$ cat config.mk
export PLATFORM = sky130hd
export DESIGN_NAME = uart_regs_core
export DESIGN_NICKNAME = d
export VERILOG_FILES = /design/src/hdl/uart_pkg.sv /design/src/hdl/uart_baud_gen.sv /design/src/hdl/uart_regs_core.sv
export VERILOG_INCLUDE_DIRS = /design/src /design/src/hdl
export SDC_FILE = /design/constraint.sdc
export NUM_CORES = 1
export LEC_CHECK = 0
export BUFFER_PORTS_ARGS = -buffer_cell sky130_fd_sc_hd__buf_2
export CORE_ASPECT_RATIO = 0.7
export CORE_MARGIN = 5
export CORE_UTILIZATION = 36
export CTS_CLUSTER_SIZE = 30
export DETAILED_ROUTE_END_ITERATION = 10
export PLACE_DENSITY = 0.5
export SYNTH_ARGS = -nofsm -noshare
export SYNTH_HDL_FRONTEND = slang
export SYNTH_HIERARCHICAL = 1
export SYNTH_SLANG_ARGS = --single-unit
$ cat constraint.sdc
create_clock -name REF_CLK -period 11.3 [get_ports REF_CLK]
set_input_delay 1.13 -clock REF_CLK [delete_from_list [all_inputs] [get_ports REF_CLK]]
set_output_delay 1.13 -clock REF_CLK [all_outputs]
set_load 0.005 [all_outputs]
$ cat src/hdl/uart_params.svh
`ifndef UART_PARAMS_SVH
`define UART_PARAMS_SVH
// register offsets on the host pins
`define OFS_DATA 3'h0
`define OFS_IER 3'h1
`define OFS_ISR 3'h2
`define OFS_LCR 3'h3
`define OFS_MCR 3'h4
`define OFS_LSR 3'h5
`define OFS_MSR 3'h6
`define OFS_SPR 3'h7
// field positions
`define FCR_EN 0
`define FCR_RXR 1
`define FCR_TXR 2
`define LCR_PEN 3
`define LCR_EVEN 4
`define LCR_FORCE 5
`define LCR_BRK 6
`define LCR_DLAB 7
`define MCR_DTR 0
`define MCR_RTS 1
`define MCR_OP1 2
`define MCR_OP2 3
`define MCR_LOOP 4
`define MCR_XANY 5
`define MCR_PRE 7
`define IER_RX 0
`define IER_TX 1
`define IER_LS 2
`define IER_MS 3
`define IER_XOFF 5
// reset values
`define SPR_RST 8'hff
`define DIV_RST 8'h00
// fifo geometry and trigger levels
`define FIFO_DEPTH 16
`define PTR_W 4
`define CNT_W 5
`define TRIG_1 5'h01
`define TRIG_4 5'h04
`define TRIG_8 5'h08
`define TRIG_14 5'h0e
// interrupt source codes
`define ISR_LSR 3'h3
`define ISR_TMO 3'h6
`define ISR_RXD 3'h2
`define ISR_TXR 3'h1
`define ISR_MDM 3'h0
// baud timing
`define PRE_MAX 2'h3
`define OVS_MAX 4'hf
`endif

$ cat src/hdl/uart_pkg.sv
package uart_pkg;
`include "uart_params.svh"
  typedef enum logic [2:0] {PAR_NONE=3'h0, PAR_ODD=3'h1, PAR_EVEN=3'h2, PAR_MARK=3'h3, PAR_SPACE=3'h4} par_t;
  typedef enum logic [1:0] {STOP_1=2'h0, STOP_1H=2'h1, STOP_2=2'h2} stop_t;
  typedef struct packed {
    logic [1:0] wlen;
    stop_t stop;
    par_t par;
    logic brk;
  } fmt_t;
  typedef struct packed {
    logic valid;
    logic [7:0] data;
    logic xoff;
    logic xon;
    logic special;
  } rxchar_t;
  typedef struct packed {
    logic cs_n;
    logic rd_n;
    logic wr_n;
    logic [2:0] a;
    logic [7:0] d;
    logic alt;
    logic rxd;
  } pins_t;
  typedef struct packed {
    pins_t p1;
    pins_t p2;
    logic rd3;
    logic wr3;
    logic [7:0] line_control, modem_control, ier, spr, dll, divisor_high_byte;
    logic fifo_en;
    logic [1:0] rx_trig, tx_trig;
    logic [`FIFO_DEPTH-1:0][7:0] rx_mem, tx_mem;
    logic [`PTR_W-1:0] rx_wp, rx_rp, tx_wp, tx_rp;
    logic [`CNT_W-1:0] rx_cnt, tx_cnt;
    logic txrdy, xoff_f, spec_f, cts_f;
    logic [7:0] dout;
    logic doe, txd, rxs, resume;
  } core_st_t;
  typedef struct packed {
    logic [1:0] pre;
    logic [15:0] div;
    logic [3:0] ovs;
    logic t16;
    logic bt;
  } baud_st_t;
endpackage : uart_pkg

$ cat src/hdl/uart_baud_gen.sv
`timescale 1ns/1ns
`include "uart_params.svh"
module uart_baud_gen (
  // clock and reset
  input wire logic REF_CLK,
  input wire logic RST,
  // rate selection
  input wire logic PRESCALE4,
  input wire logic [15:0] DIVISOR,
  // rate ticks
  output logic TICK16,
  output logic BIT_TICK
);
  import uart_pkg::*;
  baud_st_t q, n;
  logic pre_hit;

  assign pre_hit = !PRESCALE4 || q.pre == `PRE_MAX;

  always_comb begin
    n = q;
    n.t16 = 1'b0;
    n.bt = 1'b0;
    n.pre = PRESCALE4 ? q.pre + 2'h1 : 2'h0;
    if (pre_hit && DIVISOR != 16'h0000) begin
      if (q.div >= DIVISOR - 16'h0001) begin
        n.div = 16'h0000;
        n.t16 = 1'b1;
        n.ovs = q.ovs + 4'h1;
        n.bt = q.ovs == `OVS_MAX;
      end else begin
        n.div = q.div + 16'h0001;
      end
    end
  end

  always_ff @(posedge REF_CLK or posedge RST) begin
    if (RST) begin
      q <= '0;
    end else begin
      q <= n;
    end
  end

  assign TICK16 = q.t16;
  assign BIT_TICK = q.bt;
endmodule : uart_baud_gen

$ cat src/hdl/uart_regs_core.sv
`timescale 1ns/1ns
`include "uart_params.svh"
module uart_regs_core (
  // clock and reset
  input wire logic REF_CLK,
  input wire logic RST,
  // host bus pins
  input wire logic CS_N,
  input wire logic RD_N,
  input wire logic WR_N,
  input wire logic [2:0] A,
  input wire logic [7:0] D_I,
  output logic [7:0] D_O,
  output logic D_OE,
  input wire logic BUS_ALT,
  output logic IRQ_O,
  output logic IRQ_OE,
  // serial pins
  input wire logic RXD,
  output logic TXD,
  // enhanced feature control
  input wire logic EFR_EN,
  input wire logic SW_FLOW_ON,
  input wire logic CTS_RTS_OFF,
  // transmit engine side
  input wire logic TX_SER,
  input wire logic TX_IDLE,
  input wire logic TX_TAKE,
  output logic TX_VALID,
  output logic [7:0] TX_DATA,
  output logic TX_RESUME,
  // receive engine side
  input wire uart_pkg::rxchar_t RX_IN,
  input wire logic LINE_ERR,
  input wire logic RX_TIMEOUT,
  input wire logic MODEM_INT,
  output logic RX_SER,
  // format and rate
  output uart_pkg::fmt_t FMT,
  output logic TICK16,
  output logic BIT_TICK
);
  import uart_pkg::*;

  // ==========================================================
  // bus decode
  core_st_t q, n;
  logic [2:0] adr;
  logic [7:0] wd;
  logic dlab, wr_ev, rd_ev;
  logic thr_wr, rhr_rd, isr_rd, fcr_wr;
  logic rx_clr, tx_clr;

  assign adr = q.p2.a;
  assign wd = q.p2.d;
  assign dlab = q.line_control[`LCR_DLAB];
  assign wr_ev = !q.p2.wr_n && q.wr3 && !q.p2.cs_n;
  assign rd_ev = !q.p2.rd_n && q.rd3 && !q.p2.cs_n;
  assign thr_wr = wr_ev && adr == `OFS_DATA && !dlab;
  assign rhr_rd = rd_ev && adr == `OFS_DATA && !dlab;
  assign isr_rd = rd_ev && adr == `OFS_ISR;
  assign fcr_wr = wr_ev && adr == `OFS_ISR;
  assign rx_clr = fcr_wr && wd[`FCR_EN] && wd[`FCR_RXR];
  assign tx_clr = fcr_wr && wd[`FCR_EN] && wd[`FCR_TXR];

  // ==========================================================
  // fifo levels
  logic [`CNT_W-1:0] depth, rx_lvl, tx_lvl, rx_cnt_nx, tx_cnt_nx;
  logic rx_keep, rx_push, rx_pop, tx_push, tx_pop, rx_hit;

  function automatic logic [`CNT_W-1:0] trig_lvl(input logic [1:0] sel);
    case (sel)
      2'h0: trig_lvl = `TRIG_1;
      2'h1: trig_lvl = `TRIG_4;
      2'h2: trig_lvl = `TRIG_8;
      default: trig_lvl = `TRIG_14;
    endcase
  endfunction : trig_lvl

  assign depth = q.fifo_en ? `CNT_W'(`FIFO_DEPTH) : `TRIG_1;
  assign rx_lvl = q.fifo_en ? trig_lvl(q.rx_trig) : `TRIG_1;
  assign tx_lvl = q.fifo_en ? trig_lvl(q.tx_trig) : `TRIG_1;
  assign rx_keep = RX_IN.valid && !(SW_FLOW_ON && (RX_IN.xon || RX_IN.xoff));
  assign rx_push = rx_keep && q.rx_cnt < depth;
  assign rx_pop = rhr_rd && q.rx_cnt != '0;
  assign tx_push = thr_wr && q.tx_cnt < depth;
  assign tx_pop = TX_TAKE && q.tx_cnt != '0;
  assign rx_cnt_nx = rx_clr ? '0 : q.rx_cnt + `CNT_W'(rx_push) - `CNT_W'(rx_pop);
  assign tx_cnt_nx = tx_clr ? '0 : q.tx_cnt + `CNT_W'(tx_push) - `CNT_W'(tx_pop);
  assign rx_hit = q.rx_cnt >= rx_lvl && q.rx_cnt != '0;

  // ==========================================================
  // interrupt status
  logic [2:0] code;
  logic any;
  logic [7:0] isr_val, lsr_val, msr_val;
  logic xoff_set, tx_fall;

  always_comb begin
    any = 1'b1;
    code = `ISR_MDM;
    if (LINE_ERR && q.ier[`IER_LS]) begin
      code = `ISR_LSR;
    end else if (RX_TIMEOUT && q.ier[`IER_RX]) begin
      code = `ISR_TMO;
    end else if (rx_hit && q.ier[`IER_RX]) begin
      code = `ISR_RXD;
    end else if (q.txrdy && q.ier[`IER_TX]) begin
      code = `ISR_TXR;
    end else if (MODEM_INT && q.ier[`IER_MS]) begin
      code = `ISR_MDM;
    end else if (EFR_EN && q.ier[`IER_XOFF] && (q.xoff_f || q.cts_f)) begin
      code = `ISR_MDM;
    end else begin
      any = 1'b0;
    end
  end

  assign isr_val = {{2{q.fifo_en}}, q.cts_f && EFR_EN, q.xoff_f && EFR_EN, code, !any};
  assign lsr_val = {1'b0, q.tx_cnt == '0 && TX_IDLE, q.tx_cnt == '0, 4'h0, q.rx_cnt != '0};
  assign xoff_set = EFR_EN && RX_IN.valid && (RX_IN.xoff || RX_IN.special);
  assign tx_fall = (tx_cnt_nx < tx_lvl && q.tx_cnt >= tx_lvl) || (tx_cnt_nx == '0 && q.tx_cnt != '0);

  // ==========================================================
  // modem loopback
  logic loop_dtr_n, loop_rts_n, loopback_ring_out, loopback_carrier_out, lb, tx_line;

  assign lb = q.modem_control[`MCR_LOOP];
  assign loop_dtr_n = !q.modem_control[`MCR_DTR];
  assign loop_rts_n = !q.modem_control[`MCR_RTS];
  assign loopback_ring_out = !q.modem_control[`MCR_OP1];
  assign loopback_carrier_out = !q.modem_control[`MCR_OP2];
  assign msr_val = lb ? {!loopback_carrier_out, !loopback_ring_out, !loop_dtr_n, !loop_rts_n, 4'h0} : 8'h00;
  assign tx_line = q.line_control[`LCR_BRK] ? 1'b0 : TX_SER;

  // ==========================================================
  // next state
  always_comb begin
    n = q;
    n.p1 = '{cs_n: CS_N, rd_n: RD_N, wr_n: WR_N, a: A, d: D_I, alt: BUS_ALT, rxd: RXD};
    n.p2 = q.p1;
    n.rd3 = q.p2.rd_n;
    n.wr3 = q.p2.wr_n;
    n.doe = !q.p2.cs_n && !q.p2.rd_n;
    n.txd = lb ? 1'b1 : tx_line;
    n.rxs = lb ? tx_line : q.p2.rxd;
    n.resume = q.modem_control[`MCR_XANY] && RX_IN.valid;
    if (rx_push) begin
      n.rx_mem[q.rx_wp] = RX_IN.data;
      n.rx_wp = q.rx_wp + `PTR_W'(1);
    end
    if (rx_pop) begin
      n.rx_rp = q.rx_rp + `PTR_W'(1);
    end
    if (tx_push) begin
      n.tx_mem[q.tx_wp] = wd;
      n.tx_wp = q.tx_wp + `PTR_W'(1);
    end
    if (tx_pop) begin
      n.tx_rp = q.tx_rp + `PTR_W'(1);
    end
    n.rx_cnt = rx_cnt_nx;
    n.tx_cnt = tx_cnt_nx;
    if (rx_clr) begin
      n.rx_wp = '0;
      n.rx_rp = '0;
    end
    if (tx_clr) begin
      n.tx_wp = '0;
      n.tx_rp = '0;
    end
    // interrupt flags, set wins over clear
    if (tx_fall) begin
      n.txrdy = 1'b1;
    end else if (isr_rd || thr_wr) begin
      n.txrdy = 1'b0;
    end
    if (xoff_set) begin
      n.xoff_f = 1'b1;
      n.spec_f = RX_IN.special;
    end else if (isr_rd || (RX_IN.valid && (q.spec_f || RX_IN.xon))) begin
      n.xoff_f = 1'b0;
      n.spec_f = 1'b0;
    end
    if (EFR_EN && CTS_RTS_OFF) begin
      n.cts_f = 1'b1;
    end else if (isr_rd) begin
      n.cts_f = 1'b0;
    end
    // register writes
    if (wr_ev) begin
      case (adr)
        `OFS_DATA: begin
          if (dlab) begin
            n.dll = wd;
          end
        end
        `OFS_IER: begin
          if (dlab) begin
            n.divisor_high_byte = wd;
          end else begin
            n.ier = wd;
          end
        end
        `OFS_ISR: begin
          n.fifo_en = wd[`FCR_EN];
          if (wd[`FCR_EN]) begin
            n.rx_trig = wd[7:6];
            if (EFR_EN) begin
              n.tx_trig = wd[5:4];
            end
          end
        end
        `OFS_LCR: n.line_control = wd;
        `OFS_MCR: n.modem_control = wd;
        `OFS_SPR: n.spr = wd;
        default: n.spr = q.spr;
      endcase
    end
    // register reads
    if (rd_ev) begin
      case (adr)
        `OFS_DATA: n.dout = dlab ? q.dll : q.rx_mem[q.rx_rp];
        `OFS_IER: n.dout = dlab ? q.divisor_high_byte : q.ier;
        `OFS_ISR: n.dout = isr_val;
        `OFS_LCR: n.dout = q.line_control;
        `OFS_MCR: n.dout = q.modem_control;
        `OFS_LSR: n.dout = lsr_val;
        `OFS_MSR: n.dout = msr_val;
        default: n.dout = q.spr;
      endcase
    end
  end

  always_ff @(posedge REF_CLK or posedge RST) begin
    if (RST) begin
      q <= '0;
      q.p1.cs_n <= 1'b1;
      q.p1.rd_n <= 1'b1;
      q.p1.wr_n <= 1'b1;
      q.p1.rxd <= 1'b1;
      q.p2.cs_n <= 1'b1;
      q.p2.rd_n <= 1'b1;
      q.p2.wr_n <= 1'b1;
      q.p2.rxd <= 1'b1;
      q.rd3 <= 1'b1;
      q.wr3 <= 1'b1;
      q.spr <= `SPR_RST;
      q.dll <= `DIV_RST;
      q.divisor_high_byte <= `DIV_RST;
      q.txd <= 1'b1;
      q.rxs <= 1'b1;
    end else begin
      q <= n;
    end
  end

  // ==========================================================
  // outputs
  always_comb begin
    FMT.wlen = q.line_control[1:0];
    FMT.brk = q.line_control[`LCR_BRK];
    FMT.stop = STOP_1;
    if (q.line_control[2]) begin
      FMT.stop = q.line_control[1:0] == 2'h0 ? STOP_1H : STOP_2;
    end
    FMT.par = PAR_NONE;
    if (q.line_control[`LCR_PEN] && q.line_control[`LCR_FORCE]) begin
      FMT.par = q.line_control[`LCR_EVEN] ? PAR_SPACE : PAR_MARK;
    end else if (q.line_control[`LCR_PEN]) begin
      FMT.par = q.line_control[`LCR_EVEN] ? PAR_EVEN : PAR_ODD;
    end
  end

  assign D_O = q.dout;
  assign D_OE = q.doe;
  assign IRQ_OE = q.p2.alt || q.modem_control[`MCR_OP2];
  assign IRQ_O = q.p2.alt ? !any : any;
  assign TXD = q.txd;
  assign RX_SER = q.rxs;
  assign TX_VALID = q.tx_cnt != '0;
  assign TX_DATA = q.tx_mem[q.tx_rp];
  assign TX_RESUME = q.resume;

  uart_baud_gen u_baud (
    .REF_CLK(REF_CLK),
    .RST(RST),
    .PRESCALE4(q.modem_control[`MCR_PRE]),
    .DIVISOR({q.divisor_high_byte, q.dll}),
    .TICK16(TICK16),
    .BIT_TICK(BIT_TICK)
  );
endmodule : uart_regs_core

==> results_dict.tcl, run 1 <==
set metrics [dict create \
    grt_max_degree 167 \
    cp_max_fo 19 \
    grt_pass1_vias 12310 \
    rsz0062_at_grt "false" \
    min_path_type "reg2reg" \
    total_power_mw 4.52 \
    synth_edf_count 0 \
    root_buffer "clkbuf_16" \
    setup.worst_path.class "reg2reg" \
    holdBufCountCts 0 \
    timing.hold.ws_ns 0.347 \
    dpl_cell_area_um2 21000 \
    ant_nets 0 \
    track_usage_pct 16.9 \
    synth.distinct_cells 78 \
    place_congestion 0.827 \
    fp-row-count 72 \
    multi_input_area_um2 9150 \
    final_util_pct 40.8 \
    wl_per_cell_um 22.7 \
    leakagePower_nw 10.5 \
    crit_path_cell_trace "inv_1, ha_1, inv_1, a31o_2, or3b_2, ha_1, inv_1, ha_1, inv_1, fa_1, xnor2_1, nor2_1, ha_1, a21o_1, a211oi_1, o21ai_0, nor4_1, a311o_1" \
    async_flop_share_pct 100 \
    end_kind "flop" \
    setup-violations-final 0 \
    fin_cells 2263 \
    synthCells 1448 \
    coreArea_um2 55100 \
    drt_iter0_drc 829 \
    tightest_slew_ns 1.19 \
    ctsResizeCount 0 \
    drc 0 \
    io_pins 72 \
    dp.cells 2179 \
    synth_nets 1548 \
    initial_core_util_pct 36.3 \
    antenna_found_initial 1 \
    hpwl_mm 34.4 \
    final_area_um2 22500 \
    vias_per_cell 5.26 \
    critPathSlowestCell "dfrtp_1" \
    grt_pass1_wl_mm 79.7 \
    cts_tree "done" \
    synthFlopType "dfrtp_1" \
    slew_headroom_pct 20.7 \
    fillCellCount 5188 \
    place_ws_ns 6.40 \
    drtPass1Iterations 5 \
    status "completed" \
    clkSlewWorstSetupHoldPaths_ns 0.06 \
    dieArea_um2 60500 \
    die_y_um 207 \
    synth_top_area_cell "dfrtp_1" \
    setup_tns_ns 0 \
    synth.area.top_cells "dfrtp_1, mux2_2, mux4_2" \
    post-cts-setup-buffers 0 \
    final_layout_size_suffix_gt1_share_pct 40.5 \
    synth_area_um2 20000 \
    ff_latch_area_um2 10300 \
    p_per_area_nw_per_um2 201 \
    nets 1586 \
    avgSynthCellArea_um2 13.8 \
    skew_ns 0.0231 \
    required_ns 11.81 \
    cts_sinks 409 \
    die_x_um 292 \
    synth.top_cell.area_share_pct 48.6 \
    grt_overflow 0 \
    hold_viol 0 \
    layout_setup_ws_ns 6.38 \
    ir_drop_uv 140 \
    fin_crit_ns 4.92 \
    startpoint_type "flop" \
    slew_viol_final 0 \
    period_share_pct 43.5 \
    cp.arrival_ns 5.43 \
    insertion_delay_ns 0.59 \
    drv_cap 0 \
    io_buffers 71 \
    routed_wl_mm 51.4 \
    tritoncts.num_buffers 45 \
    htree_levels 2 \
    vias 11894 \
    ys_seq_elements 409 \
    yosysWarnings 6 \
    syn2layout_area_growth_pct 12.3 \
    max_freq_mhz 203 \
    cts_max_path_buffers 3 \
    critPathMaxStageDelay_ns 0.61 \
    yosysSeqAreaShare_pct 51.2 \
]
[synthesized netlist by cell type (all sizes together), types with 8 or more instances]
cell type,instances
a21o,9
a21oi,20
and2,9
and3,10
buf,41
clkbuf,55
dfrtp,389
dfstp,20
ha,59
inv,38
mux2,317
mux2i,13
mux4,75
nand2,60
nand3,28
nand4,28
nor2,54
nor2b,17
nor3,20
nor3b,10
nor4b,8
o21ai,23
or3,9
xnor2,27
xor2,20
[path summary, 6_finish.rpt]
check                      slack (ns)  endpoint  cells past startpoint  startpoint
setup / recovery                 6.38     q[15]                     18  isr_val[6]
hold / removal                   0.35     wd[4]                      0      n[359]
setup reg to reg                 6.38     q[15]                     18  isr_val[6]
hold reg to reg                  0.35     wd[4]                      0      n[359]
max in group asynchronous        8.68     q[26]                      4         RST
min in group asynchronous        0.57    q[185]                      2         RST
[area by class of cell]
class / instances / share of cell area (%)
antenna: 1 / 0.0111
clock buffer: 68 / 5.92
clock inverter: 15 / 0.817
inverter: 38 / 0.673
multi-input combinational: 905 / 40.7
sequential: 409 / 45.6
tap: 740 / 4.12
timing repair buffer: 87 / 2.17
[cell usage in the layout (no fill, tap or decap), drive strengths merged, types with 4 or more instances in the layout]
cell type  synthesis  routed
mux2             317     317
a31oi              5       5
a21o               9       9
mux4              75      75
buf               41      87
xnor2             27      27
nor3b             10      10
and4b              5       5
nand4             28      28
nor2              54      54
nor2b             17      17
inv               38      42
o21ai             23      23
xor2              20      20
nor4b              8       8
nand2             60      60
a21oi             20      20
nor3              20      20
and3              10      10
a31o               4       4
nand3             28      28
o211ai             6       6
a2111oi            4       4
clkbuf            55      68
dfstp             20      20
or3                9       9
and2               9       9
mux2i             13      13
ha                59      59
clkinv             0       7
dfrtp            389     389
nand2b             6       6
[worst max-delay path: cells and delay by family (launching register included)]
family	cells	cell delay [ns]
buffers and inverters	4	0.34
flip-flops	1	0.61
AND/OR/NAND/NOR	3	0.90
XOR/XNOR	1	0.23
AO/OA/AOI/OAI	5	1.26
adder cells (fa/ha/maj)	5	1.50
[kinds of logic (layout without fill, tap and decap cells)]
family | Yosys count | after routing | share of synthesized area, %
flops | 409 | 409 | 51.2
other cells | 0 | 1 | 0
buf+inv | 134 | 208 | 3.09
compound gates | 107 | 107 | 3.73
xor+xnor | 47 | 47 | 2.06
simple gates | 285 | 285 | 9.12
fa+ha+maj | 61 | 61 | 3.89
mux | 405 | 405 | 26.9
[routing by layer]
layer / share of wire, % / track usage, %
met5: 0 / 0
met4: 1.6 / 3.51
met3: 5.0 / 3.74
met2: 40 / 22.8
met1: 53 / 27.6
[report_power, final]
group | total [mW] | internal, mW | switching, mW | leakage (nW)
Combinational | 1.12 | 0.537 | 0.587 | 4.28
Sequential | 1.89 | 1.68 | 0.214 | 5.42
Clock | 1.51 | 0.889 | 0.620 | 0.752
Total | 4.52 | 3.10 | 1.42 | 10.5
[sequential cells by signal (all words and copies together) (netlist names)]
| register | cells |
|---|---|
| q | 338 |
| u_baud/q | 22 |
| n | 18 |
| D_O | 8 |
| wd | 8 |
| FMT | 3 |
| adr | 3 |
| D_OE | 1 |
| RX_SER | 1 |
| TXD | 1 |
| TX_RESUME | 1 |
| dlab | 1 |
| isr_val | 1 |
| lb | 1 |
| u_baud/BIT_TICK | 1 |
| u_baud/TICK16 | 1 |
(Power assumes the default switching activity.)
==> run 2, diff against run 1 <==
--- a/config.mk
+++ b/config.mk
@@ -12,7 +12,7 @@
 export CORE_UTILIZATION = 36
 export CTS_CLUSTER_SIZE = 30
 export DETAILED_ROUTE_END_ITERATION = 10
-export PLACE_DENSITY = 0.5
+export PLACE_DENSITY = 0.48
 export SYNTH_ARGS = -nofsm -noshare
 export SYNTH_HDL_FRONTEND = slang
 export SYNTH_HIERARCHICAL = 1
==> constraint.sdc (replaced) <==
create_clock -name REF_CLK -period 4.6 [get_ports REF_CLK]
set_input_delay 0.46 -clock REF_CLK [delete_from_list [all_inputs] [get_ports REF_CLK]]
set_output_delay 0.46 -clock REF_CLK [all_outputs]
set_load 0.005 [all_outputs]
==> results_dict.tcl, run 2 (synthesized netlist as in run 1, its figures left out) <==
set metrics [dict create \
    status "completed" \
    initial_core_util_pct 36.3 \
    critPathSlowestCell "or4_1" \
    clkSlewWorstSetupHoldPaths_ns 0.06 \
    cts_max_path_buffers 3 \
    final_common_cell "dfrtp_1" \
    ir_drop_uv 254 \
    setup-violations-final 0 \
    final_cell_mix "dfrtp_1, mux2_2, mux4_2" \
    internal_power_mw 7.55 \
    use_met2_pct 23.7 \
    p_sw_mw 3.52 \
    tightest_slew_ns 1.25 \
    post-cts-setup-buffers 0 \
    cts_tree "done" \
    grtUsageMet1_pct 29.0 \
    max_freq_mhz 237 \
    final_layout_size_suffix_gt1_share_pct 40.3 \
    busiest_layer "met1" \
    p_per_area_nw_per_um2 487 \
    grt_overflow 0 \
    place_congestion 0.801 \
    grt_pass1_wl_mm 81.9 \
    startpoint_type "flop" \
    cp.arrival_ns 4.66 \
    dieArea_um2 60500 \
    cts_sinks 409 \
    fp-row-count 72 \
    tritoncts.num_buffers 44 \
    p_sw_share_pct 31.8 \
    drtPass1Iterations 7 \
    die_x_um 292 \
    hold_viol 0 \
    io_buffers 71 \
    cpMostUsedCell "or4_1" \
    cp_top_family "simple AND/OR/NAND/NOR gates" \
    dpl_cell_area_um2 21100 \
    routed_wl_mm 52.6 \
    use_met3_pct 3.13 \
    insertion_delay_ns 0.59 \
    drc 0 \
    final_util_pct 41.2 \
    syn2layout_area_growth_pct 13.4 \
    rsz0062_at_grt "false" \
    drv_cap 0 \
    slew_headroom_pct 16.5 \
    vias 12073 \
    cp_max_fo 5 \
    largest_register "q" \
    end_kind "flop" \
    final_area_um2 22700 \
    drt_iter0_drc 842 \
    combinationalPowerShare_pct 25.0 \
    pwr-share-clk_pct 32.6 \
    vias_per_cell 5.28 \
    period_share_pct 91.6 \
    required_ns 5.05 \
    root_buffer "clkbuf_16" \
    grt_max_degree 164 \
    seqPwrFrac_pct 42.3 \
    total_power_mw 11.1 \
    fin_crit_ns 4.21 \
    critPathMaxStageDelay_ns 0.60 \
    ant_nets 0 \
    hpwl_mm 35.4 \
    critPathBufInv 0 \
    setup.worst_path.class "reg2reg" \
    nets 1611 \
    coreArea_um2 55100 \
    skew_ns 0.0254 \
    fin_cells 2287 \
    track_usage_pct 17.5 \
    grt_pass1_vias 12567 \
    io_pins 72 \
    die_y_um 207 \
    antenna_found_initial 2 \
    min_path_type "in2reg" \
    largest_reg_flops 338 \
    slew_viol_final 0 \
    timing.hold.ws_ns 0.110 \
    dp.cells 2188 \
    leakagePower_nw 10.6 \
    htree_levels 2 \
    crit_path_cell_trace "or3_4, or4_1, nor4_2, nand2_1, nor3_1, xnor2_1, ha_1, nand4_1, or3_1, or4_1, a31oi_4, mux2_2" \
    wl_per_cell_um 23.0 \
]
==> run 2: changes by cell type in the layout (fill, tap and decap cells not counted), moves of 2 or more <==
cell / change
buf_4: +7
buf_12: +2
dlygate4sd3_1: +17
inv_6: -3
==> run 2: layer usage <==
metal,vias to the layer above,share of wire (%)
li1,5440,-
met1,6362,54
met2,215,40
met3,56,4.1
met4,0,1.5
met5,-,0
==> run 2: final cells by class <==
| cell class | instances | area (um2) |
|---|---|---|
| Timing Repair Buffer | 113 | 751 |
| Fill cell | 5158 | 32400 |
| Tap cell | 740 | 926 |
| Inverter | 38 | 151 |
| Sequential cell | 409 | 10300 |
| Multi-Input combinational cell | 905 | 9160 |
| Clock buffer | 67 | 1310 |
| Antenna cell | 2 | 5.00 |
| Clock inverter | 13 | 148 |
==> run 2: power by group through the flow <==
stage | clock network [mW] | registers [mW] | logic (mW)
floorplan | 0 | 4.42 | 2.31
global placement | 0 | 4.73 | 2.74
detailed placement | 0 | 4.75 | 2.78
CTS | 3.72 | 4.69 | 2.81
global route | 3.87 | 4.76 | 3.09
finish | 3.61 | 4.68 | 2.77
==> run 2: worst reg2reg max path, stage by stage, from the launching register on <==
cell,delay [ns]
dfrtp_1,0.43
or3_4,0.43
or4_1,0.48
nor4_2,0.25
nand2_1,0.14
nor3_1,0.20
xnor2_1,0.10
ha_1,0.30
nand4_1,0.14
or3_1,0.40
or4_1,0.60
a31oi_4,0.28
mux2_2,0.36
==> run 2: what timing repair did <==
item | CTS | global route
hold endpoints to repair | 28 | 0
hold buffers | 17 | 0
gates resized for setup | 0 | 1
endpoints found under the setup margin | 0 | 2
==> run 2: final timing paths <==
check | startpoint | endpoint | slack (ns) | cells after the start
setup / recovery | q[314] | u_baud/q[3] | 0.39 | 12
hold / removal | TX_SER | TXD | 0.11 | 2
setup reg to reg | q[314] | u_baud/q[3] | 0.39 | 12
hold reg to reg | n[367] | n[352] | 0.34 | 0
max in group asynchronous | RST | q[165] | 2.81 | 4
min in group asynchronous | RST | q[189] | 0.48 | 3
==> run 2: stage by stage <==
step | setup slack, ns | setup TNS, ns
after floorplan | -1.02 | -372.17
after global placement | 0.341 | 0
after detailed placement | 0.229 | 0
after CTS | 0.232 | 0
after global routing | 0.121 | 0
final | 0.387 | 0
==> run 3, diff against run 2 <==
--- a/config.mk
+++ b/config.mk
@@ -9,10 +9,10 @@
 export BUFFER_PORTS_ARGS = -buffer_cell sky130_fd_sc_hd__buf_2
 export CORE_ASPECT_RATIO = 0.7
 export CORE_MARGIN = 5
-export CORE_UTILIZATION = 36
+export CORE_UTILIZATION = 55
 export CTS_CLUSTER_SIZE = 30
 export DETAILED_ROUTE_END_ITERATION = 10
-export PLACE_DENSITY = 0.48
+export PLACE_DENSITY = 0.69
 export SYNTH_ARGS = -nofsm -noshare
 export SYNTH_HDL_FRONTEND = slang
 export SYNTH_HIERARCHICAL = 1
==> results_dict.tcl, run 3 (synthesized netlist as in run 1, its figures left out) <==
set metrics [dict create \
    hpwl_mm 32.3 \
    skew_ns 0.0178 \
    setup.worst_path.class "reg2reg" \
    p_per_area_nw_per_um2 485 \
    n_antenna_cell 0 \
    required_ns 5.02 \
    grt_overflow 0 \
    cp_max_fo 5 \
    setup_tns_ns 0 \
    drt_iter0_drc 1089 \
    dpl_cell_area_um2 20700 \
    rsz0062_at_grt "false" \
    cts_max_path_buffers 3 \
    vias_per_cell 6.07 \
    cp.arrival_ns 4.69 \
    ant_nets 0 \
    nets 1600 \
    syn2layout_area_growth_pct 10.7 \
    routed_wl_mm 47.4 \
    end_kind "flop" \
    die_y_um 170 \
    tritoncts.num_buffers 40 \
    layout_setup_ws_ns 0.326 \
    total_power_mw 10.8 \
    hold_viol 0 \
    coreArea_um2 35900 \
    fin_cells 2010 \
    max_freq_mhz 234 \
    setup-violations-final 0 \
    leakagePower_nw 10.5 \
    final_layout_size_suffix_gt1_share_pct 40.3 \
    clkSlewWorstSetupHoldPaths_ns 0.06 \
    htree_levels 2 \
    cts_sinks 409 \
    final_area_um2 22200 \
    final_common_cell "dfrtp_1" \
    wl_per_cell_um 23.6 \
    die_x_um 238 \
    cts_tree "done" \
    dieArea_um2 40400 \
    drtPass1Iterations 5 \
    grt_pass1_wl_mm 75.0 \
    ir_drop_uv 336 \
    tightest_slew_ns 1.14 \
    track_usage_pct 23.9 \
    root_buffer "clkbuf_16" \
    grt_pass1_vias 12498 \
    slew_viol_final 0 \
    place_ws_ns 0.220 \
    fp-row-count 58 \
    fin_crit_ns 4.27 \
    min_path_type "in2reg" \
    dp.cells 1928 \
    place_congestion 0.886 \
    startpoint_type "flop" \
    post-cts-setup-buffers 0 \
    grt_max_degree 125 \
    largest_register "q" \
    initial_core_util_pct 55.8 \
    vias 12198 \
    timing.hold.ws_ns 0.0243 \
    io_pins 72 \
    insertion_delay_ns 0.54 \
    io_buffers 71 \
    period_share_pct 92.9 \
    drc 0 \
    final_cell_mix "dfrtp_1, mux2_2, mux4_2" \
    antenna_found_initial 2 \
    slew_headroom_pct 23.8 \
    drv_cap 0 \
    largest_reg_flops 338 \
    status "completed" \
    final_util_pct 61.7 \
]
## run 3: cell types whose count changed in the layout (fill, tap and decap cells not counted), sizes merged
cell | before | now
dlygate4sd3 | 17 | 10
clkbuf | 67 | 64
clkinv | 8 | 5
diode | 2 | 0
inv | 39 | 37
## run 3: power breakdown
part           internal (mW)  leakage [nW]  switching, mW
combinational           1.35          4.38           1.33
sequential              4.12          5.42          0.626
clock                   1.96         0.658           1.38
## run 3: final timing paths
kind | startpoint | end | slack, ns | cells after the start
min | D_I[0] | n[355] | 0.02 | 1
max reg2reg | q[314] | u_baud/q[3] | 0.33 | 12
max in group asynchronous | RST | q[80] | 2.87 | 4
max | q[314] | u_baud/q[3] | 0.33 | 12
min in group asynchronous | RST | q[201] | 0.51 | 3
min reg2reg | n[360] | wd[5] | 0.35 | 0
## run 3: critical path, stage by stage, from the launching register on
cell and delay (ns):
dfrtp_1 0.42, or3_4 0.42, or4_1 0.48, nor4_2 0.28, nand2_1 0.13, nor3_1 0.21, xnor2_1 0.11, ha_1 0.30
nand4_1 0.15, or3_1 0.41, or4_1 0.60, a31oi_4 0.27, mux2_2 0.36
## run 3: repair_timing
item	4_1_cts	5_1_grt
endpoints found under the setup margin	0	9
gates resized for setup	0	1
endpoints found under the hold margin	21	0
hold buffers	10	0
## run 3: cell type report
cell class,count,area (um2)
Fill cell,2705,13700
Sequential cell,409,10300
Multi-Input combinational cell,905,9160
Clock buffer,64,1240
Timing Repair Buffer,106,668
Tap cell,480,601
Inverter,38,151
Clock inverter,8,92.6
## run 3: layer usage
| metal | up-vias | GRT usage [%] | wire length, um |
|---|---|---|---|
| li1 | 5411 | - | - |
| met1 | 6340 | 39.2 | 23500 |
| met4 | 0 | 4.49 | 774 |
| met5 | - | 0 | 0 |
| met2 | 382 | 32.7 | 19700 |
| met3 | 65 | 5.43 | 3420 |
